==> src/verilog/pme_pkg.sv <==
/*
 Package for the power management event register bank: register
 addresses, bit positions, reset values and the register bus carrier.
 Assumes an 8-bit special function register bus from the core with
 single-cycle read and write strobes.
*/
package pme_pkg;

    localparam logic [7:0] ADDR_EVENT_ENABLE = 8'hec;
    localparam logic [7:0] ADDR_PERIPHERAL_CONFIG_STATUS = 8'hf4;
    localparam logic [7:0] ADDR_BATT_CFG = 8'hf5;
    localparam logic [7:0] ADDR_EVENT_FLAGS = 8'hf8;
    localparam logic [7:0] ADDR_SCRATCH_ONE = 8'hfb;
    localparam logic [7:0] ADDR_INT_PIN_CFG = 8'hff;
    localparam logic [7:0] ADDR_KEY = 8'hc1;
    localparam logic [7:0] ADDR_ADC_START = 8'hd8;
    localparam logic [7:0] KEY_UNLOCK = 8'hea;

    // Bit positions in flags, enables, peripheral register and ADC start register
    localparam int BIT_RESTORED = 7;
    localparam int BIT_SUMMARY = 6;
    localparam int BIT_SAG = 5;
    localparam int BIT_SWITCH = 1;
    localparam int BIT_DC_LOW = 0;
    localparam int BIT_RX_WAKE = 7;
    localparam int BIT_SOURCE = 6;
    localparam int BIT_MAIN_OK = 5;
    localparam int BIT_LOOP_FAULT = 4;
    localparam int BIT_LOOP_ACK = 0;

    // Writable masks, reserved bits stay zero; then the reset values
    localparam logic [7:0] ENABLE_MASK = 8'ha3;
    localparam logic [7:0] FLAG_MASK = 8'he3;
    localparam logic [7:0] BATT_MASK = 8'h03;
    localparam logic [7:0] RESET_ZERO = 8'h00;
    localparam logic [1:0] RX_PIN_RESET = 2'h0;
    localparam logic [1:0] POLICY_RESET = 2'h0;

    typedef enum logic [1:0] {
        POLICY_LOW_MAIN,
        POLICY_LOW_MAIN_OR_DC,
        POLICY_OFF_A,
        POLICY_OFF_B
    } pme_policy_e;

    typedef struct packed {
        logic wr;
        logic rd;
        logic bit_wr;
        logic [7:0] addr;
        logic [2:0] bit_sel;
        logic [7:0] wdata;
    } pme_bus_s;

    typedef struct packed {
        logic on_main;
        logic main_ready;
        logic sag;
        logic dc_low;
        logic loop_unlock;
        logic rx_wake;
    } pme_status_s;

endpackage

==> src/verilog/pme_edge.sv <==
/*
 Rising and falling edge detector for one synchronous status level.
 Assumes the level is already synchronous to the core clock.
*/
`timescale 1ns/100ps
module pme_edge
    import pme_pkg::*;
(
    input wire logic i_core_clk,
    input wire logic i_reset,
    input wire logic i_level,
    input wire logic i_reset_level,
    output logic o_rise,
    output logic o_fall
);

    logic prev;
    logic next_prev;
    logic primed;
    logic next_primed;
    logic seen_prev;

    // Next value of the delayed level; primed once a real sample exists
    always_comb
    begin
        next_prev = i_level;
        next_primed = 1'b1;
    end

    // Delayed copy; reset value is zero, the parent's constant level stands in until primed
    always_ff @(posedge i_core_clk or posedge i_reset)
    begin
        if (i_reset)
        begin
            prev <= 1'b0;
            primed <= 1'b0;
        end
        else
        begin
            prev <= next_prev;
            primed <= next_primed;
        end
    end

    // Before the first sample the idle level stands in, so no false edge
    assign seen_prev = primed ? prev : i_reset_level;
    assign o_rise = i_level & ~seen_prev;
    assign o_fall = ~i_level & seen_prev;

endmodule

==> src/verilog/pme_regs.sv <==
/*
 Power management event register bank: event flags, enables,
 switchover policy, peripheral status, scratch pad, key-protected
 interrupt pin configuration.
 Assumes an 8-bit register bus with one-cycle strobes, status levels
 synchronous to i_core_clk, and i_scratch_clear only on total supply loss.
*/
`timescale 1ns/100ps
module pme_regs
    import pme_pkg::*;
(
    input wire logic i_core_clk,
    input wire logic i_reset,
    input wire logic i_scratch_clear,
    input wire pme_bus_s i_bus,
    input wire pme_status_s i_status,
    output logic [7:0] o_rdata,
    output logic o_event_irq,
    output logic [1:0] o_switch_policy,
    output logic o_switch_on_main_low,
    output logic o_switch_on_dc_low,
    output logic [1:0] o_rx_pin_function,
    output logic [7:0] o_int_pin_config
);

    ////////////////////////////////////////////////////////////////////
    // Register state
    logic [7:0] key_register;
    logic [7:0] event_enable;
    logic [7:0] event_flags;
    logic [1:0] switch_policy;
    logic [1:0] rx_pin_function;
    logic rx_wake_flag;
    logic loop_fault;
    logic [7:0] scratch_pad_one;
    logic [7:0] int_pin_config;
    logic [7:0] rdata;
    logic irq;
    logic [7:0] next_key_register;
    logic [7:0] next_event_enable;
    logic [7:0] next_event_flags;
    logic [1:0] next_switch_policy;
    logic [1:0] next_rx_pin_function;
    logic next_rx_wake_flag;
    logic next_loop_fault;
    logic [7:0] next_scratch_pad_one;
    logic [7:0] next_int_pin_config;
    logic [7:0] next_rdata;
    logic next_irq;
    logic main_low_sel;
    logic dc_low_sel;
    logic next_main_low_sel;
    logic next_dc_low_sel;
    logic [7:0] set_flags;
    logic [7:0] peripheral_view;
    logic src_rise;
    logic src_fall;
    logic unused_fall;

    // Register write hit at a given address
    function automatic logic hit(input pme_bus_s b, input logic [7:0] a);
        hit = b.wr && (b.addr == a);
    endfunction

    ////////////////////////////////////////////////////////////////////
    // Supply source edges: to battery and back to main
    pme_edge u_src_edge (
        .i_core_clk(i_core_clk),
        .i_reset(i_reset),
        .i_level(i_status.on_main),
        .i_reset_level(1'b1),
        .o_rise(src_rise),
        .o_fall(src_fall)
    );

    // Sag is treated as a level report; flag on each new cycle with it
    pme_edge u_unused (
        .i_core_clk(i_core_clk),
        .i_reset(i_reset),
        .i_level(1'b0),
        .i_reset_level(1'b0),
        .o_rise(),
        .o_fall(unused_fall)
    );

    ////////////////////////////////////////////////////////////////////
    // Hardware event sources for the flag register
    always_comb
    begin
        set_flags = RESET_ZERO;
        set_flags[BIT_RESTORED] = src_rise;
        set_flags[BIT_SAG] = i_status.sag;
        set_flags[BIT_SWITCH] = src_fall;
        set_flags[BIT_DC_LOW] = i_status.dc_low;
    end

    // Peripheral register as software reads it
    always_comb
    begin
        peripheral_view = RESET_ZERO;
        peripheral_view[BIT_RX_WAKE] = rx_wake_flag;
        peripheral_view[BIT_SOURCE] = i_status.on_main;
        peripheral_view[BIT_MAIN_OK] = i_status.main_ready;
        peripheral_view[BIT_LOOP_FAULT] = loop_fault;
        peripheral_view[1:0] = rx_pin_function;
    end

    ////////////////////////////////////////////////////////////////////
    // Next values of the control registers and flags
    always_comb
    begin
        next_key_register = key_register;
        next_event_enable = event_enable;
        next_event_flags = event_flags;
        next_switch_policy = switch_policy;
        next_rx_pin_function = rx_pin_function;
        next_rx_wake_flag = rx_wake_flag;
        next_loop_fault = loop_fault;
        next_scratch_pad_one = scratch_pad_one;
        next_int_pin_config = int_pin_config;
        if (hit(i_bus, ADDR_KEY))
        begin
            next_key_register = i_bus.wdata;
        end
        if (hit(i_bus, ADDR_INT_PIN_CFG) && key_register == KEY_UNLOCK)
        begin
            next_int_pin_config = i_bus.wdata;
        end
        if (hit(i_bus, ADDR_EVENT_ENABLE))
        begin
            next_event_enable = i_bus.wdata & ENABLE_MASK;
        end
        if (hit(i_bus, ADDR_BATT_CFG))
        begin
            next_switch_policy = i_bus.wdata[1:0] & BATT_MASK[1:0];
        end
        if (hit(i_bus, ADDR_SCRATCH_ONE))
        begin
            next_scratch_pad_one = i_bus.wdata;
        end
        if (hit(i_bus, ADDR_PERIPHERAL_CONFIG_STATUS))
        begin
            next_rx_pin_function = i_bus.wdata[1:0];
        end
        // Software clears flags by writing zero, byte or single bit
        if (hit(i_bus, ADDR_EVENT_FLAGS))
        begin
            next_event_flags = event_flags & i_bus.wdata & FLAG_MASK;
        end
        else if (i_bus.bit_wr && i_bus.addr == ADDR_EVENT_FLAGS
            && !i_bus.wdata[0])
        begin
            next_event_flags[i_bus.bit_sel] = 1'b0;
        end
        if (hit(i_bus, ADDR_ADC_START) && i_bus.wdata[BIT_LOOP_ACK])
        begin
            next_loop_fault = 1'b0;
        end
        // Hardware sets win over software clears
        next_event_flags = next_event_flags | set_flags;
        next_event_flags[BIT_SUMMARY] = next_event_flags[BIT_SUMMARY]
            | (|(next_event_flags & event_enable & ENABLE_MASK));
        if (i_status.loop_unlock)
        begin
            next_loop_fault = 1'b1;
        end
        if (i_status.rx_wake && rx_pin_function == 2'h3)
        begin
            next_rx_wake_flag = 1'b1;
        end
        else if (hit(i_bus, ADDR_PERIPHERAL_CONFIG_STATUS) && !i_bus.wdata[BIT_RX_WAKE])
        begin
            next_rx_wake_flag = 1'b0;
        end
        next_irq = next_event_flags[BIT_SUMMARY];
        next_main_low_sel = ~next_switch_policy[1];
        next_dc_low_sel = (next_switch_policy == 2'h1);
    end

    // Read data selection
    always_comb
    begin
        next_rdata = RESET_ZERO;
        if (i_bus.addr == ADDR_EVENT_ENABLE)
        begin
            next_rdata = event_enable;
        end
        else if (i_bus.addr == ADDR_PERIPHERAL_CONFIG_STATUS)
        begin
            next_rdata = peripheral_view;
        end
        else if (i_bus.addr == ADDR_BATT_CFG)
        begin
            next_rdata = {6'h00, switch_policy};
        end
        else if (i_bus.addr == ADDR_EVENT_FLAGS)
        begin
            next_rdata = event_flags;
        end
        else if (i_bus.addr == ADDR_SCRATCH_ONE)
        begin
            next_rdata = scratch_pad_one;
        end
        else if (i_bus.addr == ADDR_INT_PIN_CFG)
        begin
            next_rdata = int_pin_config;
        end
        else if (i_bus.addr == ADDR_KEY)
        begin
            next_rdata = key_register;
        end
        if (!i_bus.rd)
        begin
            next_rdata = rdata;
        end
    end

    ////////////////////////////////////////////////////////////////////
    // Core reset registers
    always_ff @(posedge i_core_clk or posedge i_reset)
    begin
        if (i_reset)
        begin
            key_register <= RESET_ZERO;
            event_enable <= RESET_ZERO;
            event_flags <= RESET_ZERO;
            switch_policy <= POLICY_RESET;
            rx_pin_function <= RX_PIN_RESET;
            rx_wake_flag <= 1'b0;
            loop_fault <= 1'b0;
            int_pin_config <= RESET_ZERO;
            rdata <= RESET_ZERO;
            irq <= 1'b0;
            main_low_sel <= 1'b1;
            dc_low_sel <= 1'b0;
        end
        else
        begin
            key_register <= next_key_register;
            event_enable <= next_event_enable;
            event_flags <= next_event_flags;
            switch_policy <= next_switch_policy;
            rx_pin_function <= next_rx_pin_function;
            rx_wake_flag <= next_rx_wake_flag;
            loop_fault <= next_loop_fault;
            int_pin_config <= next_int_pin_config;
            rdata <= next_rdata;
            irq <= next_irq;
            main_low_sel <= next_main_low_sel;
            dc_low_sel <= next_dc_low_sel;
        end
    end

    // Scratch pad survives core reset; only total supply loss clears it
    always_ff @(posedge i_core_clk or posedge i_scratch_clear)
    begin
        if (i_scratch_clear)
        begin
            scratch_pad_one <= RESET_ZERO;
        end
        else
        begin
            scratch_pad_one <= next_scratch_pad_one;
        end
    end

    ////////////////////////////////////////////////////////////////////
    // Outputs, all from flip-flops
    assign o_rdata = rdata;
    assign o_event_irq = irq;
    assign o_switch_policy = switch_policy;
    assign o_switch_on_main_low = main_low_sel;
    assign o_switch_on_dc_low = dc_low_sel;
    assign o_rx_pin_function = rx_pin_function;
    assign o_int_pin_config = int_pin_config;

    ////////////////////////////////////////////////////////////////////
    // Checks
    AST_KEY_LOCK: assert property (@(posedge i_core_clk) disable iff (i_reset)
        key_register != KEY_UNLOCK |=> $stable(int_pin_config))
        else $error("pin config changed while locked");
    AST_RESTORED: assert property (@(posedge i_core_clk)
        disable iff (i_reset)
        $rose(i_status.on_main) |=> event_flags[BIT_RESTORED])
        else $error("restored flag missing");
    AST_SUMMARY: assert property (@(posedge i_core_clk) disable iff (i_reset)
        |(event_flags & event_enable) |=> event_flags[BIT_SUMMARY])
        else $error("summary flag missing");
    AST_SAG: assert property (@(posedge i_core_clk) disable iff (i_reset)
        i_status.sag |=> event_flags[BIT_SAG])
        else $error("sag flag missing");
    AST_SWITCH: assert property (@(posedge i_core_clk) disable iff (i_reset)
        $fell(i_status.on_main) |=> event_flags[BIT_SWITCH])
        else $error("switchover flag missing");
    AST_DC_LOW: assert property (@(posedge i_core_clk) disable iff (i_reset)
        i_status.dc_low |=> event_flags[BIT_DC_LOW])
        else $error("dc low flag missing");
    AST_LOOP: assert property (@(posedge i_core_clk) disable iff (i_reset)
        i_status.loop_unlock |=> loop_fault [*1])
        else $error("loop fault not set");
    AST_IRQ: assert property (@(posedge i_core_clk) disable iff (i_reset)
        ##1 o_event_irq == event_flags[BIT_SUMMARY])
        else $error("irq not following summary");
    AST_RESERVED: assert property (@(posedge i_core_clk)
        disable iff (i_reset)
        (event_flags & ~FLAG_MASK) == 8'h00)
        else $error("reserved flag bit set");

endmodule

==> config.mk <==
export PLATFORM = sky130hd
export DESIGN_NAME = pme_regs
export DESIGN_NICKNAME = d
export VERILOG_FILES = /design/src/verilog/pme_pkg.sv /design/src/verilog/pme_edge.sv /design/src/verilog/pme_regs.sv
export SDC_FILE = /design/constraint.sdc
export NUM_CORES = 1
export LEC_CHECK = 0
export BUFFER_PORTS_ARGS = -buffer_cell sky130_fd_sc_hd__buf_4
export CAP_MARGIN = 20
export CORE_ASPECT_RATIO = 0.75
export CORE_MARGIN = 4
export CORE_UTILIZATION = 59
export DETAILED_ROUTE_END_ITERATION = 6
export PLACE_DENSITY_LB_ADDON = 0.08
export SLEW_MARGIN = 40
export SYNTH_ARGS = -nofsm -noshare
export SYNTH_HDL_FRONTEND = slang
export SYNTH_HIERARCHICAL = 1
export SYNTH_SLANG_ARGS = --single-unit
==> constraint.sdc <==
create_clock -name i_core_clk -period 2.5 [get_ports i_core_clk]
set_input_delay 0.375 -clock i_core_clk [delete_from_list [all_inputs] [get_ports i_core_clk]]
set_output_delay 0.375 -clock i_core_clk [all_outputs]
set_load 0.1 [all_outputs]
==> results of run 1 <==
## per-layer routing
layer,vias to the layer above,track usage [%]
li1,1048,-
met1,1150,41.2
met2,134,39.0
met3,11,5.32
met4,0,7.20
met5,-,0
## cell families after synthesis
logic type             synth area share, %
DFF                                   50.0
and+or+nand+nor                       17.5
muxes                                 12.3
other                                0.278
AOI/OAI and AO/OA                     16.9
buffers and inverters                 2.96
## power by group
group          leakage (nW)  switching (mW)  internal (mW)
Combinational         0.764           0.190         0.0889
Clock                0.0573           0.271          0.321
Sequential            0.703          0.0228          0.903
## flip-flops by register name (all words and copies together), names as in the netlist, 2 cells and up
name,cells
o_switch_policy,2
o_int_pin_config,8
o_rx_pin_function,2
o_rdata,8
event_flags,8
scratch_pad_one,8
key_register,8
event_enable,4
## layout by cell type, fill, tap and decap left out, types with 7 or more instances in the layout
cell / n
mux2_2: 27
nand2b_1: 7
nor2_1: 10
dfrtp_1: 53
inv_1: 9
nand2_1: 22
o21ai_0: 20
buf_4: 59
## repair_timing
item / 4_1_cts / 5_1_grt
hold endpoints to repair: 2 / 0
hold buffers: 1 / 0
setup endpoints to repair: 0 / 0
## path summary, 6_finish.rpt
check                                      from             endpoint  slack [ps]  cells past startpoint
max in group asynchronous               i_reset  o_int_pin_config[2]        1170                      4
min in group i_core_clk             i_status[5]      u_src_edge/prev         200                      1
worst min-delay path            i_scratch_clear   scratch_pad_one[5]           9                      2
worst max register to register  key_register[4]  o_int_pin_config[0]         680                      5
worst min register to register       loop_fault           loop_fault         490                      1
worst max-delay path                  i_bus[12]      key_register[4]         530                      5
## worst reg2reg max path, cell delays in order, from the launching register on
cell	delay (ps)
dfrtp_1	410
and4b_1	250
nand3_1	80
nor4b_1	260
nand2_1	340
mux2_2	380
## cell type report
type                       instances  area, um2
tap                               57       71.3
clock inverter                     1       30.0
fill                             335       1140
multi-input combinational        178       1270
inverter                          10       37.5
timing repair buffer              60        453
clock buffer                       6       82.6
sequential                        54       1350
==> flow_metrics.py, run 1 <==
metrics = {
    "run_status": {
        "status": "finished clean",
    },
    "floorplan": {
        "start_util_pct": 60.9,
        "die-area_mm2": 0.00574,
        "core_region_area_mm2": 0.00444,
        "die_y_um": 66.6,
        "io_pins": 54,
        "fp.dieW_um": 86.2,
        "rows": 21,
    },
    "detailed_routing": {
        "firstDrtPassIters": 5,
        "drc_errors": 0,
        "post_drt_wl_per_cell_um": 19.7,
        "antenna_left": 0,
        "wl_met2_mm": 3.15,
        "drt-met1-wl_mm": 3.31,
        "viasPerCell": 6.40,
        "top_layer_used": "met4",
        "drtIter0Drc": 228,
        "drt-total-wl_mm": 7.20,
        "vias": 2343,
        "wl_met3_um": 639,
    },
    "timing": {
        "setup_violations": 0,
        "layout_setup_ws_ps": 526,
        "finalCritPeriodShare_pct": 79.0,
        "rsz0062_at_grt": "false",
        "timing.fmax_ghz": 0.506,
        "drv_slew": 0,
        "min_period_ps": 1970,
        "hold_ws_ps": 9.10,
        "worst-slew-pin-transition_ps": 600,
        "finClkSkew_ps": 6.47,
        "finalHoldViolCount": 0,
        "setup_tns_ps": 0,
        "relSlewSlack_pct": 59.7,
    },
    "yosys": {
        "synthFlopType": "dfrtp_1",
        "ys_seq_area_share_pct": 50.0,
        "synth_enable_flop_cells": 0,
        "syn_inst": 251,
        "synthTopCellsByArea": "dfrtp_1, mux2_2, o21ai_0",
        "synth_fp_nets": 282,
        "synth_top_cell_by_area": "dfrtp_1",
        "syn_area_mm2": 0.00271,
        "ys_warn_count": 6,
        "synth.distinct_cells": 56,
        "synthTopCellsByCount": "dfrtp_1, mux2_2, nand2_1",
        "synth_most_common_cell": "dfrtp_1",
        "async_flop_share_pct": 100,
        "avgSynthCellArea_um2": 10.8,
        "synth_top_area_share_pct": 49.0,
        "synth_seq_cells": 54,
    },
    "setup_path": {
        "cp_slowest_cell": "or4b_4",
        "crit_required_ps": 2690,
        "worst_setup_path_start_kind": "input pin",
        "cp_data_arrival_time_ps": 2160,
        "crit_path_end_kind": "flip-flop",
        "cp.buffers_inverters": 1,
        "crit_chain": "buf_4 -> or4b_4 -> nor4_4 -> nand2_2 -> mux2_2",
        "crit_family": "simple AND/OR/NAND/NOR gates",
        "worstPathMaxFanout": 13,
        "cpPeakStageDelay_ps": 550,
        "criticalPathCategory": "in2reg",
    },
    "run": {
        "cap_violations": 0,
    },
    "clock_tree": {
        "post_cts_buffers": 0,
        "cts.sink_count": 54,
        "clk_pin_slew_ps": 90,
        "numCtsBuffers": 5,
        "cts-htree-levels": 2,
        "postCtsResizedCells": 0,
        "cts_buffer_depth": 2,
        "root_buffer": "clkbuf_8",
        "insertion_delay_ps": 300,
        "tritoncts": "done",
    },
    "placed_design": {
        "place.gp.congestion": 0.923,
        "dp_cells": 358,
        "placed_area_mm2": 0.00318,
        "dp_slack_ps": 250,
        "port_buffers": 53,
        "dpl.hpwl_mm": 5.32,
    },
    "pwr": {
        "p_leak_nw": 1.52,
        "p_per_area_mw_per_mm2": 544,
        "finalPower_mw": 1.80,
        "max-vdd-ir-drop_mv": 0.289,
    },
    "global_route": {
        "antenna_found_initial": 0,
        "grt_overflow_total": 0,
        "grt_pass1_vias": 2243,
        "grt_max_degree": 24,
        "grt_use_total_pct": 27.0,
        "grt_pass1_wl_mm": 11.7,
    },
    "finish": {
        "syn_to_final_growth_pct": 22.0,
        "nets": 340,
        "postLayoutCoreUtil_pct": 74.3,
        "num_antenna_cells": 0,
        "fin_area_mm2": 0.00330,
        "drive_gt1_share_pct": 34.0,
        "instances_no_fill": 366,
    },
    "worst_hold_path": {
        "hp-class": "in2async",
    },
}
Power figures use the tool's default switching activity.
==> run 2: changes to the inputs <==
--- a/config.mk
+++ b/config.mk
@@ -5,11 +5,12 @@
 export SDC_FILE = /design/constraint.sdc
 export NUM_CORES = 1
 export LEC_CHECK = 0
+export ABC_AREA = 1
 export BUFFER_PORTS_ARGS = -buffer_cell sky130_fd_sc_hd__buf_4
 export CAP_MARGIN = 20
 export CORE_ASPECT_RATIO = 0.75
 export CORE_MARGIN = 4
-export CORE_UTILIZATION = 59
+export CORE_UTILIZATION = 55
 export DETAILED_ROUTE_END_ITERATION = 6
 export PLACE_DENSITY_LB_ADDON = 0.08
 export SLEW_MARGIN = 40
==> constraint.sdc (replaced) <==
create_clock -name i_core_clk -period 2 [get_ports i_core_clk]
set_input_delay 0.3 -clock i_core_clk [delete_from_list [all_inputs] [get_ports i_core_clk]]
set_output_delay 0.3 -clock i_core_clk [all_outputs]
set_load 0.1 [all_outputs]
==> run 2 against run 1 <==
Global-route usage down 3.1 points. Hold slack better by 120 ps. Via count up 13%. Synthesized cell count up 46%. Utilization down 5.2 points. Sequential share of layout area down 1.3 points. Combinational power up 41%. Count of clock-buffer cells in the layout unchanged. Routed wire length up 1.9%. Design area up 3.1%. Critical endpoint is now o_int_pin_config[7]. Largest cell class unchanged.
==> flow_metrics.py, run 2 <==
metrics = {
    "run_status": {
        "status": "finished clean",
    },
    "setup_path": {
        "cp_slowest_cell": "nor4_1",
        "worst_setup_path_start_kind": "flip-flop",
        "cp_data_arrival_time_ps": 1800,
        "crit_required_ps": 2200,
        "crit_path_end_kind": "flip-flop",
        "cp.buffers_inverters": 0,
        "cpPeakStageDelay_ps": 460,
        "criticalPathCategory": "reg2reg",
        "crit_chain": "nor4_1 -> nand4_4 -> nand2_1 -> o21ai_2",
        "worstPathMaxFanout": 16,
        "crit_family": "simple AND/OR/NAND/NOR gates",
    },
    "floorplan": {
        "io_pins": 54,
        "fp.dieW_um": 90.8,
        "die-area_mm2": 0.00637,
        "die_y_um": 70.1,
        "core_region_area_mm2": 0.00493,
        "rows": 22,
        "start_util_pct": 57.4,
    },
    "global_route": {
        "antenna_found_initial": 0,
        "grt_pass1_vias": 2440,
        "grt_use_total_pct": 23.9,
        "grt_max_degree": 45,
        "grt_pass1_wl_mm": 12.1,
        "grt_overflow_total": 0,
    },
    "clock_tree": {
        "cts.sink_count": 54,
        "root_buffer": "clkbuf_8",
        "postCtsHoldBufs": 2,
        "insertion_delay_ps": 300,
        "postCtsResizedCells": 0,
        "numCtsBuffers": 5,
        "cts_buffer_depth": 2,
        "tritoncts": "done",
        "cts-htree-levels": 2,
        "clk_pin_slew_ps": 90,
        "post_cts_buffers": 0,
    },
    "finish": {
        "multiInputGateArea_mm2": 0.00123,
        "seq_area_mm2": 0.00135,
        "syn_to_final_growth_pct": 20.2,
        "fin_area_mm2": 0.00340,
        "num_antenna_cells": 0,
        "postLayoutCoreUtil_pct": 69.1,
        "final_common_cell": "nand2_1",
        "instances_no_fill": 489,
        "layout_common_cells": "nand2_1, buf_4, inv_1, dfrtp_1, o21ai_1",
        "nets": 460,
        "fillerInstances": 457,
        "drive_gt1_share_pct": 21.4,
    },
    "timing": {
        "worst-slew-pin-transition_ps": 564,
        "finalCritPeriodShare_pct": 80.3,
        "rsz0062_at_grt": "false",
        "min_period_ps": 1610,
        "finClkSkew_ps": 5.22,
        "setup_violations": 0,
        "setup_tns_ps": 0,
        "finalHoldViolCount": 0,
        "relSlewSlack_pct": 62.4,
        "drv_slew": 0,
        "timing.fmax_ghz": 0.623,
    },
    "detailed_routing": {
        "vias": 2652,
        "firstDrtPassIters": 5,
        "drc_errors": 0,
        "viasPerCell": 5.42,
        "drt-total-wl_mm": 7.34,
        "drtIter0Drc": 211,
        "antenna_left": 0,
        "post_drt_wl_per_cell_um": 15.0,
    },
    "yosys": {
        "syn_inst": 367,
        "avgSynthCellArea_um2": 7.71,
        "synth_most_common_cell": "nand2_1",
        "synth_seq_cells": 54,
        "ys_seq_area_share_pct": 47.8,
        "synth.distinct_cells": 33,
        "async_flop_share_pct": 100,
        "synthTopCellsByCount": "nand2_1, inv_1, dfrtp_1",
        "synthFlopType": "dfrtp_1",
        "synthTopCellsByArea": "dfrtp_1, nand2_1, inv_1",
        "synth_top_area_share_pct": 46.9,
        "synth_enable_flop_cells": 0,
        "syn_area_mm2": 0.00283,
        "synth_top_cell_by_area": "dfrtp_1",
        "ys_warn_count": 6,
    },
    "run": {
        "cap_violations": 0,
    },
    "pwr": {
        "p_per_area_mw_per_mm2": 632,
        "p_leak_nw": 1.77,
        "max-vdd-ir-drop_mv": 0.413,
    },
    "placed_design": {
        "port_buffers": 53,
        "place.gp.congestion": 0.923,
        "dp_cells": 480,
        "placed_area_mm2": 0.00330,
        "dpl.hpwl_mm": 5.68,
    },
    "worst_hold_path": {
        "hp-class": "in2reg",
    },
}
run 2: cell families (layout without fill, tap and decap cells):
kind of cell	Yosys count	in the layout	synth area share [%]
and+or+nand+nor	189	189	30.8
buffers and inverters	64	125	8.89
AOI/OAI and AO/OA	58	58	12.3
DFF	54	54	47.8
other	2	3	0.265
run 2: power breakdown:
part	internal (mW)	switching [mW]
Clock	0.241	0.345
Combinational	0.114	0.278
Sequential	1.14	0.0331
Total	1.50	0.656
run 2: layer usage:
| metal | track usage (%) | vias to the layer above | share of wire, % |
|---|---|---|---|
| met2 | 35.9 | 114 | 44 |
| li1 | - | 1282 | - |
| met1 | 35.9 | 1249 | 47 |
| met3 | 4.41 | 7 | 7.9 |
| met5 | 0 | - | 0 |
| met4 | 5.69 | 0 | 1.0 |
run 2: layout make-up:
cell class                      count  area share [%]
Sequential cell                    54            39.7
Multi-Input combinational cell    250            36.1
Timing Repair Buffer               58            12.9
Inverter                           60            6.62
Tap cell                           60            2.21
Clock buffer                        6            2.13
Clock inverter                      1           0.221
run 2: final timing paths:
kind	startpoint	endpoint	slack, ps	cells past startpoint
setup / recovery	key_register[2]	o_int_pin_config[7]	390	4
hold / removal	i_status[5]	u_src_edge/prev	130	1
setup reg to reg	key_register[2]	o_int_pin_config[7]	390	4
hold reg to reg	o_rdata[4]	o_rdata[4]	490	2
max in group asynchronous	i_reset	o_switch_on_main_low	920	4
min in group asynchronous	i_reset	u_src_edge/primed	400	3
run 2: through the flow:
| stage | hold slack, ps | worst slack (ps) | power [mW] |
|---|---|---|---|
| after floorplan | 41.2 | 507 | 1.44 |
| after global placement | 169 | 202 | 1.58 |
| after detailed placement | 171 | 200 | 1.58 |
| after CTS | 126 | 394 | 2.16 |
| after global routing | 123 | 283 | 2.24 |
| final | 132 | 394 | 2.15 |
